[src/fws_map.vh]
// register offsets, fields and timing counts of the flash status poller
`ifndef FWS_MAP_VH
`define FWS_MAP_VH
// register byte offsets
`define FWS_CTRL_OFS      8'h00
`define FWS_ADDR_OFS      8'h04
`define FWS_DATA_OFS      8'h08
`define FWS_STAT_OFS      8'h0C
`define FWS_IRQ_OFS       8'h10
`define FWS_MASK_OFS      8'h14
`define FWS_RDATA_OFS     8'h18
// control fields
`define FWS_CTRL_GO       0
`define FWS_CTRL_OP_LSB   1
`define FWS_CTRL_OP_MSB   2
// operations
`define FWS_OP_POLL       2'h0
`define FWS_OP_WRITE      2'h1
`define FWS_OP_READ       2'h2
`define FWS_OP_ERCHK      2'h3
// status fields
`define FWS_ST_BUSY       0
`define FWS_ST_DONE       1
`define FWS_ST_FAIL       2
`define FWS_ST_REJECT     3
`define FWS_ST_RDY        4
// interrupt fields
`define FWS_IRQ_DONE      0
`define FWS_IRQ_FAIL      1
`define FWS_IRQ_REJECT    2
`define FWS_IRQ_W         3
// flash data bit positions
`define FWS_BIT_WINDOW    3
`define FWS_BIT_TIMEOUT   5
`define FWS_BIT_TOGGLE1   6
// reset command word
`define FWS_RESET_CMD     16'h00F0
// bus cycle timing in ns and derived clock counts
`define FWS_CLK_NS        5
`define FWS_STROBE_NS     70
`define FWS_STROBE_CYC    ((`FWS_STROBE_NS + `FWS_CLK_NS - 1) / `FWS_CLK_NS)
`define FWS_GAP_NS        30
`define FWS_GAP_CYC       ((`FWS_GAP_NS + `FWS_CLK_NS - 1) / `FWS_CLK_NS)
`endif

[src/fws_poller.v]
// host side status poller and bus master for an asynchronous nor flash
// ---------------------------------------------------------------
// Summary of operation
// - start status check with two back-to-back reads, compare toggle bit.
// - toggling and timeout flag high after two reads: recheck toggle bit.
// - still toggling on recheck: operation failed, issue reset command.
// - polling suspended mid-operation restarts from the first double read.
// - after timeout failure host issues reset; device returns to read.
// - check window flag before and after extra erase; high after means rejected.
// - host presents a valid address when reading status bits.
// ---------------------------------------------------------------
`timescale 1ns/10ps
`include "fws_map.vh"
module fws_poller #(
  parameter AW = 23,
  parameter DW = 16
) (
  input  wire          clk,
  input  wire          rst,
  input  wire          wb_cyc_i,
  input  wire          wb_stb_i,
  input  wire          wb_we_i,
  input  wire [7:0]    wb_adr_i,
  input  wire [31:0]   wb_dat_i,
  input  wire [3:0]    wb_sel_i,
  output reg  [31:0]   wb_dat_o,
  output reg           wb_ack_o,
  output reg           irq,
  output reg  [AW-1:0] fl_addr,
  output reg  [DW-1:0] fl_dq_o,
  output reg           fl_dq_oe,
  input  wire [DW-1:0] fl_dq_i,
  output reg           fl_ce_n,
  output reg           fl_oe_n,
  output reg           fl_we_n,
  input  wire          ready_busy_n
);
  // ---------------------------------------------------------------
  // state codes
  // ---------------------------------------------------------------
  localparam S_IDLE  = 3'h0;
  localparam S_STRB  = 3'h1;
  localparam S_GAP   = 3'h2;
  localparam S_EVAL  = 3'h3;
  localparam S_DONE  = 3'h4;
  localparam [7:0] STROBE_C = `FWS_STROBE_CYC;
  localparam [7:0] GAP_C    = `FWS_GAP_CYC;
  // poll step codes
  localparam P_FIRST = 3'h0;
  localparam P_SECND = 3'h1;
  localparam P_RECHK = 3'h2;
  localparam P_RESET = 3'h3;
  localparam P_ARRAY = 3'h4;
  localparam P_WIN1  = 3'h5;
  localparam P_WIN2  = 3'h6;
  localparam P_WIN3  = 3'h7;
  // ---------------------------------------------------------------
  // registers
  // ---------------------------------------------------------------
  reg  [AW-1:0] addr_q;
  reg  [DW-1:0] wdata_q;
  reg  [DW-1:0] rdata_q;
  reg  [1:0]    op_q;
  reg  [2:0]    st_q;
  reg  [2:0]    step_q;
  reg  [7:0]    cnt_q;
  reg           prev_tgl_q;
  reg           busy_q;
  reg           done_q;
  reg           fail_q;
  reg           rej_q;
  reg  [`FWS_IRQ_W-1:0] irq_st_q;
  reg  [`FWS_IRQ_W-1:0] irq_mk_q;
  reg           rb_s1_q;
  reg           rb_s2_q;
  reg  [DW-1:0] dq_s1_q;
  reg  [DW-1:0] dq_s2_q;
  reg  [DW-1:0] cap_q;
  reg           cyc_write_q;
  reg  [`FWS_IRQ_W-1:0] ev_set;
  wire          bus_req;
  wire          wr_ctrl;
  wire          rd_irq;
  wire          cur_tgl;
  assign bus_req = wb_cyc_i & wb_stb_i & ~wb_ack_o;
  wire   bus_rd  = bus_req & ~wb_we_i;
  assign wr_ctrl = bus_req & wb_we_i & (wb_adr_i == `FWS_CTRL_OFS) & wb_sel_i[0]
                   & wb_dat_i[`FWS_CTRL_GO] & ~busy_q;
  assign rd_irq  = bus_rd & (wb_adr_i == `FWS_IRQ_OFS);
  assign cur_tgl = cap_q[`FWS_BIT_TOGGLE1];
  // ---------------------------------------------------------------
  // pin synchronisers
  // ---------------------------------------------------------------
  always @(posedge clk) begin
    rb_s1_q <= ready_busy_n;
    rb_s2_q <= rb_s1_q;
    dq_s1_q <= fl_dq_i;
    dq_s2_q <= dq_s1_q;
  end
  // ---------------------------------------------------------------
  // wishbone slave, answers one cycle after request
  // ---------------------------------------------------------------
  always @(posedge clk) begin
    if (rst) begin
      wb_ack_o <= 1'b0;
      wb_dat_o <= 32'h00000000;
      addr_q   <= {AW{1'b0}};
      wdata_q  <= {DW{1'b0}};
      irq_mk_q <= {`FWS_IRQ_W{1'b0}};
    end else begin
      wb_ack_o <= bus_req;
      if (bus_req & wb_we_i & ~busy_q) begin
        case (wb_adr_i)
          `FWS_ADDR_OFS: addr_q  <= wb_dat_i[AW-1:0];
          `FWS_DATA_OFS: wdata_q <= wb_dat_i[DW-1:0];
          `FWS_MASK_OFS: irq_mk_q <= wb_dat_i[`FWS_IRQ_W-1:0];
          default: ;
        endcase
      end else if (bus_req & wb_we_i & (wb_adr_i == `FWS_MASK_OFS)) begin
        irq_mk_q <= wb_dat_i[`FWS_IRQ_W-1:0];
      end
      case (wb_adr_i)
        `FWS_CTRL_OFS:  wb_dat_o <= {29'h0, op_q, 1'b0};
        `FWS_ADDR_OFS:  wb_dat_o <= {{(32-AW){1'b0}}, addr_q};
        `FWS_DATA_OFS:  wb_dat_o <= {{(32-DW){1'b0}}, wdata_q};
        `FWS_STAT_OFS:  wb_dat_o <= {27'h0, rb_s2_q, rej_q, fail_q, done_q, busy_q};
        `FWS_IRQ_OFS:   wb_dat_o <= {29'h0, irq_st_q};
        `FWS_MASK_OFS:  wb_dat_o <= {29'h0, irq_mk_q};
        `FWS_RDATA_OFS: wb_dat_o <= {{(32-DW){1'b0}}, rdata_q};
        default:        wb_dat_o <= 32'h00000000;
      endcase
    end
  end
  // ---------------------------------------------------------------
  // interrupt status, read clears, set wins
  // ---------------------------------------------------------------
  always @(posedge clk) begin
    if (rst) begin
      irq_st_q <= {`FWS_IRQ_W{1'b0}};
      irq      <= 1'b0;
    end else begin
      irq_st_q <= (rd_irq ? {`FWS_IRQ_W{1'b0}} : irq_st_q) | ev_set;
      irq      <= |(irq_st_q & irq_mk_q);
    end
  end
  // ---------------------------------------------------------------
  // flash bus sequencer
  // ---------------------------------------------------------------
  always @(posedge clk) begin
    if (rst) begin
      st_q        <= S_IDLE;
      step_q      <= P_FIRST;
      op_q        <= `FWS_OP_POLL;
      cnt_q       <= 8'h00;
      prev_tgl_q  <= 1'b0;
      busy_q      <= 1'b0;
      done_q      <= 1'b0;
      fail_q      <= 1'b0;
      rej_q       <= 1'b0;
      rdata_q     <= {DW{1'b0}};
      cyc_write_q <= 1'b0;
      ev_set      <= {`FWS_IRQ_W{1'b0}};
      fl_addr     <= {AW{1'b0}};
      fl_dq_o     <= {DW{1'b0}};
      fl_dq_oe    <= 1'b0;
      fl_ce_n     <= 1'b1;
      fl_oe_n     <= 1'b1;
      fl_we_n     <= 1'b1;
    end else begin
      ev_set <= {`FWS_IRQ_W{1'b0}};
      case (st_q)
        S_IDLE: begin
          if (wr_ctrl) begin
            op_q   <= wb_dat_i[`FWS_CTRL_OP_MSB:`FWS_CTRL_OP_LSB];
            busy_q <= 1'b1;
            done_q <= 1'b0;
            fail_q <= 1'b0;
            rej_q  <= 1'b0;
            step_q <= (wb_dat_i[`FWS_CTRL_OP_MSB:`FWS_CTRL_OP_LSB] == `FWS_OP_ERCHK)
                      ? P_WIN1 : P_FIRST;
            cyc_write_q <= (wb_dat_i[`FWS_CTRL_OP_MSB:`FWS_CTRL_OP_LSB] == `FWS_OP_WRITE);
            st_q   <= S_STRB;
            cnt_q  <= STROBE_C;
            fl_addr  <= addr_q;
            fl_ce_n  <= 1'b0;
            fl_oe_n  <= (wb_dat_i[`FWS_CTRL_OP_MSB:`FWS_CTRL_OP_LSB] == `FWS_OP_WRITE);
            fl_we_n  <= (wb_dat_i[`FWS_CTRL_OP_MSB:`FWS_CTRL_OP_LSB] != `FWS_OP_WRITE);
            fl_dq_oe <= (wb_dat_i[`FWS_CTRL_OP_MSB:`FWS_CTRL_OP_LSB] == `FWS_OP_WRITE);
            fl_dq_o  <= wdata_q;
          end
        end
        S_STRB: begin
          if (cnt_q == 8'h01) begin
            // take data while the strobe is still low
            cap_q    <= dq_s2_q;
            fl_ce_n  <= 1'b1;
            fl_oe_n  <= 1'b1;
            fl_we_n  <= 1'b1;
            st_q     <= S_GAP;
            cnt_q    <= GAP_C;
          end else begin
            cnt_q <= cnt_q - 8'h01;
          end
        end
        S_GAP: begin
          // bus released, dq turned around
          fl_dq_oe <= 1'b0;
          if (cnt_q == 8'h01) begin
            st_q <= S_EVAL;
          end else begin
            cnt_q <= cnt_q - 8'h01;
          end
        end
        S_EVAL: begin
          st_q  <= S_STRB;
          cnt_q <= STROBE_C;
          fl_ce_n     <= 1'b0;
          fl_oe_n     <= 1'b0;
          cyc_write_q <= 1'b0;
          prev_tgl_q  <= cur_tgl;
          if (op_q == `FWS_OP_WRITE || op_q == `FWS_OP_READ) begin
            // a write cycle leaves the read data alone
            if (!cyc_write_q) begin
              rdata_q <= cap_q;
            end
            st_q    <= S_DONE;
            fl_oe_n <= 1'b1;
            fl_ce_n <= 1'b1;
          end else begin
            case (step_q)
              P_FIRST: step_q <= P_SECND;
              P_SECND: begin
                if (cur_tgl == prev_tgl_q) begin
                  step_q <= P_ARRAY;
                end else if (cap_q[`FWS_BIT_TIMEOUT]) begin
                  step_q <= P_RECHK;
                end
              end
              P_RECHK: begin
                if (cur_tgl == prev_tgl_q) begin
                  step_q <= P_ARRAY;
                end else begin
                  fail_q   <= 1'b1;
                  step_q   <= P_RESET;
                  fl_oe_n  <= 1'b1;
                  fl_we_n  <= 1'b0;
                  fl_dq_oe <= 1'b1;
                  fl_dq_o  <= `FWS_RESET_CMD;
                end
              end
              P_RESET: begin
                ev_set[`FWS_IRQ_FAIL] <= 1'b1;
                st_q    <= S_DONE;
                fl_oe_n <= 1'b1;
                fl_ce_n <= 1'b1;
              end
              P_ARRAY: begin
                rdata_q <= cap_q;
                done_q  <= 1'b1;
                ev_set[`FWS_IRQ_DONE] <= 1'b1;
                st_q    <= S_DONE;
                fl_oe_n <= 1'b1;
                fl_ce_n <= 1'b1;
              end
              P_WIN1: begin
                if (cap_q[`FWS_BIT_WINDOW]) begin
                  rej_q   <= 1'b1;
                  ev_set[`FWS_IRQ_REJECT] <= 1'b1;
                  st_q    <= S_DONE;
                  fl_oe_n <= 1'b1;
                  fl_ce_n <= 1'b1;
                end else begin
                  step_q   <= P_WIN2;
                  fl_oe_n  <= 1'b1;
                  fl_we_n  <= 1'b0;
                  fl_dq_oe <= 1'b1;
                  fl_dq_o  <= wdata_q;
                end
              end
              P_WIN2: step_q <= P_WIN3;
              P_WIN3: begin
                if (cap_q[`FWS_BIT_WINDOW]) begin
                  rej_q <= 1'b1;
                  ev_set[`FWS_IRQ_REJECT] <= 1'b1;
                end else begin
                  done_q <= 1'b1;
                  ev_set[`FWS_IRQ_DONE] <= 1'b1;
                end
                st_q    <= S_DONE;
                fl_oe_n <= 1'b1;
                fl_ce_n <= 1'b1;
              end
              default: step_q <= P_FIRST;
            endcase
          end
        end
        S_DONE: begin
          busy_q <= 1'b0;
          if (op_q != `FWS_OP_POLL && op_q != `FWS_OP_ERCHK) begin
            done_q <= 1'b1;
            ev_set[`FWS_IRQ_DONE] <= 1'b1;
          end
          st_q <= S_IDLE;
        end
        default: st_q <= S_IDLE;
      endcase
    end
  end
endmodule // fws_poller

[config.mk]
export PLATFORM = sky130hd
export DESIGN_NAME = fws_poller
export DESIGN_NICKNAME = d
export VERILOG_FILES = /design/src/fws_poller.v
export VERILOG_INCLUDE_DIRS = /design/src /design/src/src
export SDC_FILE = /design/constraint.sdc
export NUM_CORES = 1
export LEC_CHECK = 0
export BUFFER_PORTS_ARGS = -buffer_cell sky130_fd_sc_hd__buf_4
export CAP_MARGIN = 20
export CELL_PAD_IN_SITES_DETAIL_PLACEMENT = 0
export CELL_PAD_IN_SITES_GLOBAL_PLACEMENT = 1
export CORE_ASPECT_RATIO = 0.5
export CORE_MARGIN = 2
export CORE_UTILIZATION = 45
export DETAILED_ROUTE_END_ITERATION = 8
export PLACE_DENSITY_LB_ADDON = 0.05
export SYNTH_ARGS = -nofsm -noshare
export SYNTH_HDL_FRONTEND = slang
export SYNTH_SLANG_ARGS = --single-unit
[constraint.sdc]
create_clock -name clk -period 4.1 [get_ports clk]
set_clock_uncertainty 0.1 [all_clocks]
set_input_delay 0.205 -clock clk [delete_from_list [all_inputs] [get_ports clk]]
set_output_delay 0.205 -clock clk [all_outputs]
set_load 0.02 [all_outputs]
==> Yosys cells after proc, flatten, opt, wreduce, memory -nomap -nowiden <==
Index checks and enable logic that the tools add are counted.
{ "op_classes": {"order_cmp": 0, "multipliers": 0, "n_eq_ne": 44, "mux": 76, "add_sub_neg": 1, "bitwise_logic": 19, "n_reduce_logical": 38, "shift": 0, "div": 0} }
{ "ops": {"columns": ["cell", "n"], "rows": [
  ["23-bit one-hot mux with 7 select lines", 1],
  ["16-bit two-way mux", 7],
  ["16-bit one-hot mux with 2 select lines", 2],
  ["3-bit two-way mux", 16],
  ["8-bit one-hot mux with 4 select lines", 1],
  ["1-bit two-way mux", 26],
  ["8-bit by 5-bit == test with 1-bit output (second input constant)", 3],
  ["8-bit two-way mux", 3],
  ["6-bit AND reduction", 4],
  ["2-bit inequality test (second input constant)", 11],
  ["1-bit one-hot mux with 2 select lines", 11],
  ["8-bit by 4-bit == test with 1-bit output (second input constant)", 2],
  ["3-bit == test (second input constant)", 5],
  ["1-bit one-hot mux with 3 select lines", 5],
  ["3-bit one-hot mux with 5 select lines", 1],
  ["3-bit AND reduction", 5],
  ["3-bit by 2-bit == test with 1-bit output (second input constant)", 4],
  ["3-bit one-hot mux with 2 select lines", 2],
  ["3-bit one-hot mux with 4 select lines", 1],
  ["2-bit AND reduction", 6],
  ["1-bit AND", 11],
  ["5-bit AND reduction", 2],
  ["2-bit nonzero test", 5],
  ["3-bit inequality test (second input constant)", 3],
  ["other kinds (24)", 41]
]} }
{ "word_totals": {"n_memories": 0, "mem_bits_rw": 0, "reg_bits": 213, "latchBits": 0, "romBits": 0, "elab_cells": 210} }

==> Logic depth before layout (Yosys ltp) <==
{ "depth": {"depth_word": 9, "depth_mapped": 8} }

==> Worst setup path before layout <==
Ideal clock, no wire load.
{ "synth_path": {"path_kind": "reg2reg", "start": "register cnt_q[0]", "end": "register cap_q[0] (enable)", "stages_incl_launch_ff": 5, "path_buffers": 0, "setup_ns": 0.409, "slack_ns": 1.456, "arrival_ns": 2.135, "cell_sequence": "dfxtp_1 -> ha_1 -> nor4b_1 -> nand2_1 -> nor3_1"} }
{ "synth_between": {"elab_chain_cells": 2} }
{ "synth_lines": {"columns": ["element", "line_no", "rtl"], "rows": [
  ["start: declaration", "fws_poller.v:66", "reg [7:0] cnt_q;"],
  ["start signal: assignment", "fws_poller.v:202", "cnt_q <= cnt_q - 8'h01;"],
  ["start signal: assignment", "fws_poller.v:211", "cnt_q <= cnt_q - 8'h01;"],
  ["8-bit by 1-bit == test with 1-bit output", "fws_poller.v:193", "if (cnt_q == 8'h01) begin"],
  ["3-bit AND reduction (no line)", null, null],
  ["end signal: assignment", "fws_poller.v:195", "cap_q <= dq_s2_q;"],
  ["end: declaration", "fws_poller.v:78", "reg [DW-1:0] cap_q;"]
]} }
Every way passes these cells.
A chain may end at the register's enable or synchronous reset.

==> Worst setup path after layout <==
{ "layout_path": {"start": "register wb_ack_o", "end": "register cyc_write_q"} }
{ "layout_between": {"elab_chain_cells": 9} }
{ "layout_lines": {"columns": ["element", "line_no", "rtl"], "rows": [
  ["start: declaration", "fws_poller.v:27", "output reg wb_ack_o,"],
  ["start signal: assignment", "fws_poller.v:111", "wb_ack_o <= bus_req;"],
  ["1-bit inverter", "fws_poller.v:85", "assign bus_req = wb_cyc_i & wb_stb_i & ~wb_ack_o;"],
  ["1-bit AND", "fws_poller.v:85", null],
  ["1-bit AND (5 in a row)", "fws_poller.v:87", "assign wr_ctrl = bus_req & wb_we_i & (wb_adr_i == `FWS_CTRL_OFS) & wb_sel_i[0]"],
  ["2-bit inequality test (no line)", null, null],
  ["2-bit AND reduction (no line)", null, null],
  ["end signal: assignment", "fws_poller.v:181", "cyc_write_q <= (wb_dat_i[`FWS_CTRL_OP_MSB:`FWS_CTRL_OP_LSB] == `FWS_OP_WRITE);"],
  ["end: declaration", "fws_poller.v:79", "reg cyc_write_q;"]
]} }
Every way passes these cells.

==> flow_summary.json <==
{
  "synth_edf_count": 16,
  "tightest_slew_ns": 1.037,
  "synth_top_cell_area_share_pct": 49.46,
  "rr_endpoint": "cyc_write_q$_SDFFE_PP0P_",
  "max-cap-violations": 0,
  "die-area_um2": 18030,
  "ys_top_cells_by_count": "dfxtp_1 (188), nand2_1 (110), nor2_1 (90)",
  "syn_to_final_growth_pct": 26.52,
  "vias_per_cell": 5.150,
  "timing.fmax_mhz": 378.1,
  "p_total_mw": 4.037,
  "period_needed_ns": 2.645,
  "maxSlewViolCount": 0,
  "globalplace.congestion": 0.8518,
  "drt_iter0_drc": 307,
  "post-route-drc-count": 0,
  "hold_depth": 3,
  "period_share_pct": 64.50,
  "synth_seq_cells": 204,
  "hold_start": "wb_stb_i",
  "synthFlopType": "dfxtp_1",
  "crit_chain": "nand3b_1, or4_1, nor2_4, mux2i_1, nor3_1",
  "hold_class": "primary input to flop",
  "antenna_found_initial": 0,
  "io_buffers": 121,
  "seq_area_frac_synth_pct": 55.77,
  "async_flop_share_pct": 0,
  "grtUsageTotal_pct": 21.15,
  "critPathMaxStageDelay_ns": 0.81,
  "vias": 6026,
  "overflow": 0,
  "cts_setup_buffers": 0,
  "arrival_ns": 2.90,
  "core_area_um2": 16470,
  "grt_pass1_vias": 5760,
  "cts_buffer_depth": 3,
  "syn_inst": 789,
  "crit_start": "wb_ack_o$_SDFF_PP0_",
  "seqCellArea_um2": 4244,
  "hold_path_end": "wb_ack_o$_SDFF_PP0_",
  "die-width_um": 187.9,
  "fill_cells": 1440,
  "vdd_drop_max_mv": 0.3961,
  "yosysMostFrequentCell": "dfxtp_1",
  "start_util_pct": 46.19,
  "rsz0062_at_grt": "false",
  "place_ws_ns": 1.253,
  "relSlewSlack_pct": 30.68,
  "n_antenna_cell": 0,
  "worstSkewPairLatency_ns": 0.49,
  "critPathCaptureType": "flop",
  "yosysWarnings": 0,
  "reg2reg_setup_slack_ns": 1.46,
  "ys_types": 63,
  "layout.nets": 999,
  "cts_root_buf": "clkbuf_16",
  "cts_buffers": 19,
  "antenna_left": 0,
  "setup_viol": 0,
  "path_class": "flop to flop",
  "synth_area_leader_cell": "dfxtp_1",
  "status": "finished, final reports clean",
  "hold_viol": 0,
  "worstPathRequired_ns": 4.36,
  "critPathMaxFanout": 28,
  "synth.area.top_cells": "dfxtp_1 (49%), mux2i_1 (6.4%), edfxtp_1 (6.3%), nand2_1 (5.4%), a21oi_1 (5.3%)",
  "cpMaxStageDelayCell": "or4_1",
  "first_pass_iters": 5,
  "htree_levels": 1,
  "cts_sinks": 204,
  "place_inst": 1097,
  "grt_max_degree": 86,
  "instances_no_fill": 1170,
  "rows": 33,
  "rr_startpoint": "wb_ack_o$_SDFF_PP0_",
  "tns_ns": 0,
  "rr_worst_depth": 5,
  "wire_per_inst_um": 16.23,
  "cts_tree": "built",
  "leakage_nw": 3.918,
  "place_hpwl_mm": 12.69,
  "io_pins": 143,
  "hold_ws_ns": 0.003260,
  "drive_gt1_share_pct": 19.72,
  "fin_ws_ns": 1.455,
  "power-per-cell-area_nw_per_um2": 419.3,
  "path_clk_slew_ns": 0.06,
  "cp-start-kind": "flop",
  "avgSynthCellArea_um2": 9.645,
  "grt_pass1_wl_mm": 30.25,
  "multi_input_area_um2": 3102,
  "wl_mm": 18.99,
  "synth_area_um2": 7610,
  "fp.dieH_um": 95.96
}
[worst max-delay path by stage]
stage                                           to  depth (start not counted)  slack (ns)
final                     cyc_write_q$_SDFFE_PP0P_                          5        1.46
after global routing      cyc_write_q$_SDFFE_PP0P_                          5        1.29
after CTS                 cyc_write_q$_SDFFE_PP0P_                          5        1.43
after detailed placement  cyc_write_q$_SDFFE_PP0P_                          6        1.25
after global placement    cyc_write_q$_SDFFE_PP0P_                          6        1.26
after floorplan                 cap_q[0]$_DFFE_PP_                          4        1.46
[worst max-delay path, delay by kind of cell, from the launching register on]
kind	cells	cell delay [ns]
mux	1	0.26
simple gates	4	1.82
flops	1	0.31
[per-stage QoR]
stage	area, µm²	utilization [%]
finish	9628	58.44
global route	9628	58.44
CTS	9628	58.44
detailed placement	8633	52.40
global placement	8606	52.24
floorplan	7640	-
[cells in the final DEF (no fill, tap or decap), drive strengths merged, types with 11 or more instances in the layout]
master and instances:
dlygate4sd3 40, mux2i 49, nand2 111, edfxtp 16
a22oi 11, o21ai 24, buf 127, nand4 13
a21oi 81, mux2 15, dfxtp 188, nand3 12
nor3 19, clkbuf 29, nor2 92
[cell families (layout without fill, tap and decap cells)]
| logic type | after synthesis | count (layout) | synth area share, % |
|---|---|---|---|
| other | 1 | 9 | 0.04928 |
| DFF | 204 | 204 | 55.77 |
| buffers and inverters | 62 | 208 | 3.979 |
| adders and majority gates | 2 | 2 | 0.3288 |
| and+or+nand+nor | 303 | 303 | 18.60 |
| AOI/OAI and AO/OA | 148 | 148 | 11.67 |
| xor gates and xnor gates | 3 | 3 | 0.3453 |
| muxes | 66 | 66 | 9.257 |
[state kept, by name, summed over array words and instances, names as in the netlist, 2 cells and up]
name,cells
op_q,2
irq_mk_q,3
st_q,3
dq_s2_q,16
fl_dq_o,16
wb_dat_o,23
addr_q,23
ev_set,3
rdata_q,16
cnt_q,8
step_q,3
dq_s1_q,16
fl_addr,23
cap_q,16
wdata_q,16
irq_st_q,3
[metal layers]
layer | share of wire [%] | track usage, % | routed length, µm
met3 | 4.9 | 3.682 | 930
met5 | 0 | 0 | 0
met1 | 49 | 29.97 | 9397
met4 | 1.3 | 4.790 | 242
met2 | 44 | 34.10 | 8415
[cell type report]
class | instances | area share, %
clock buffer | 29 | 5.848
clock inverter | 4 | 0.3249
inverter | 8 | 0.3119
multi-input combinational | 531 | 32.22
sequential | 204 | 44.08
tap | 227 | 2.950
timing repair buffer | 167 | 14.27
[what timing repair did]
action | in CTS | in global routing
hold buffers | 40 | 0
hold endpoints to repair | 61 | 0
gates resized for setup | 0 | 0
[power by group]
group	internal (mW)	leakage, nW	switching [mW]
clock network	0.952	0.289	0.734
logic	0.126	1.96	0.155
registers	2.04	1.67	0.0295
No activity file was read; power rests on OpenSTA's default activity.
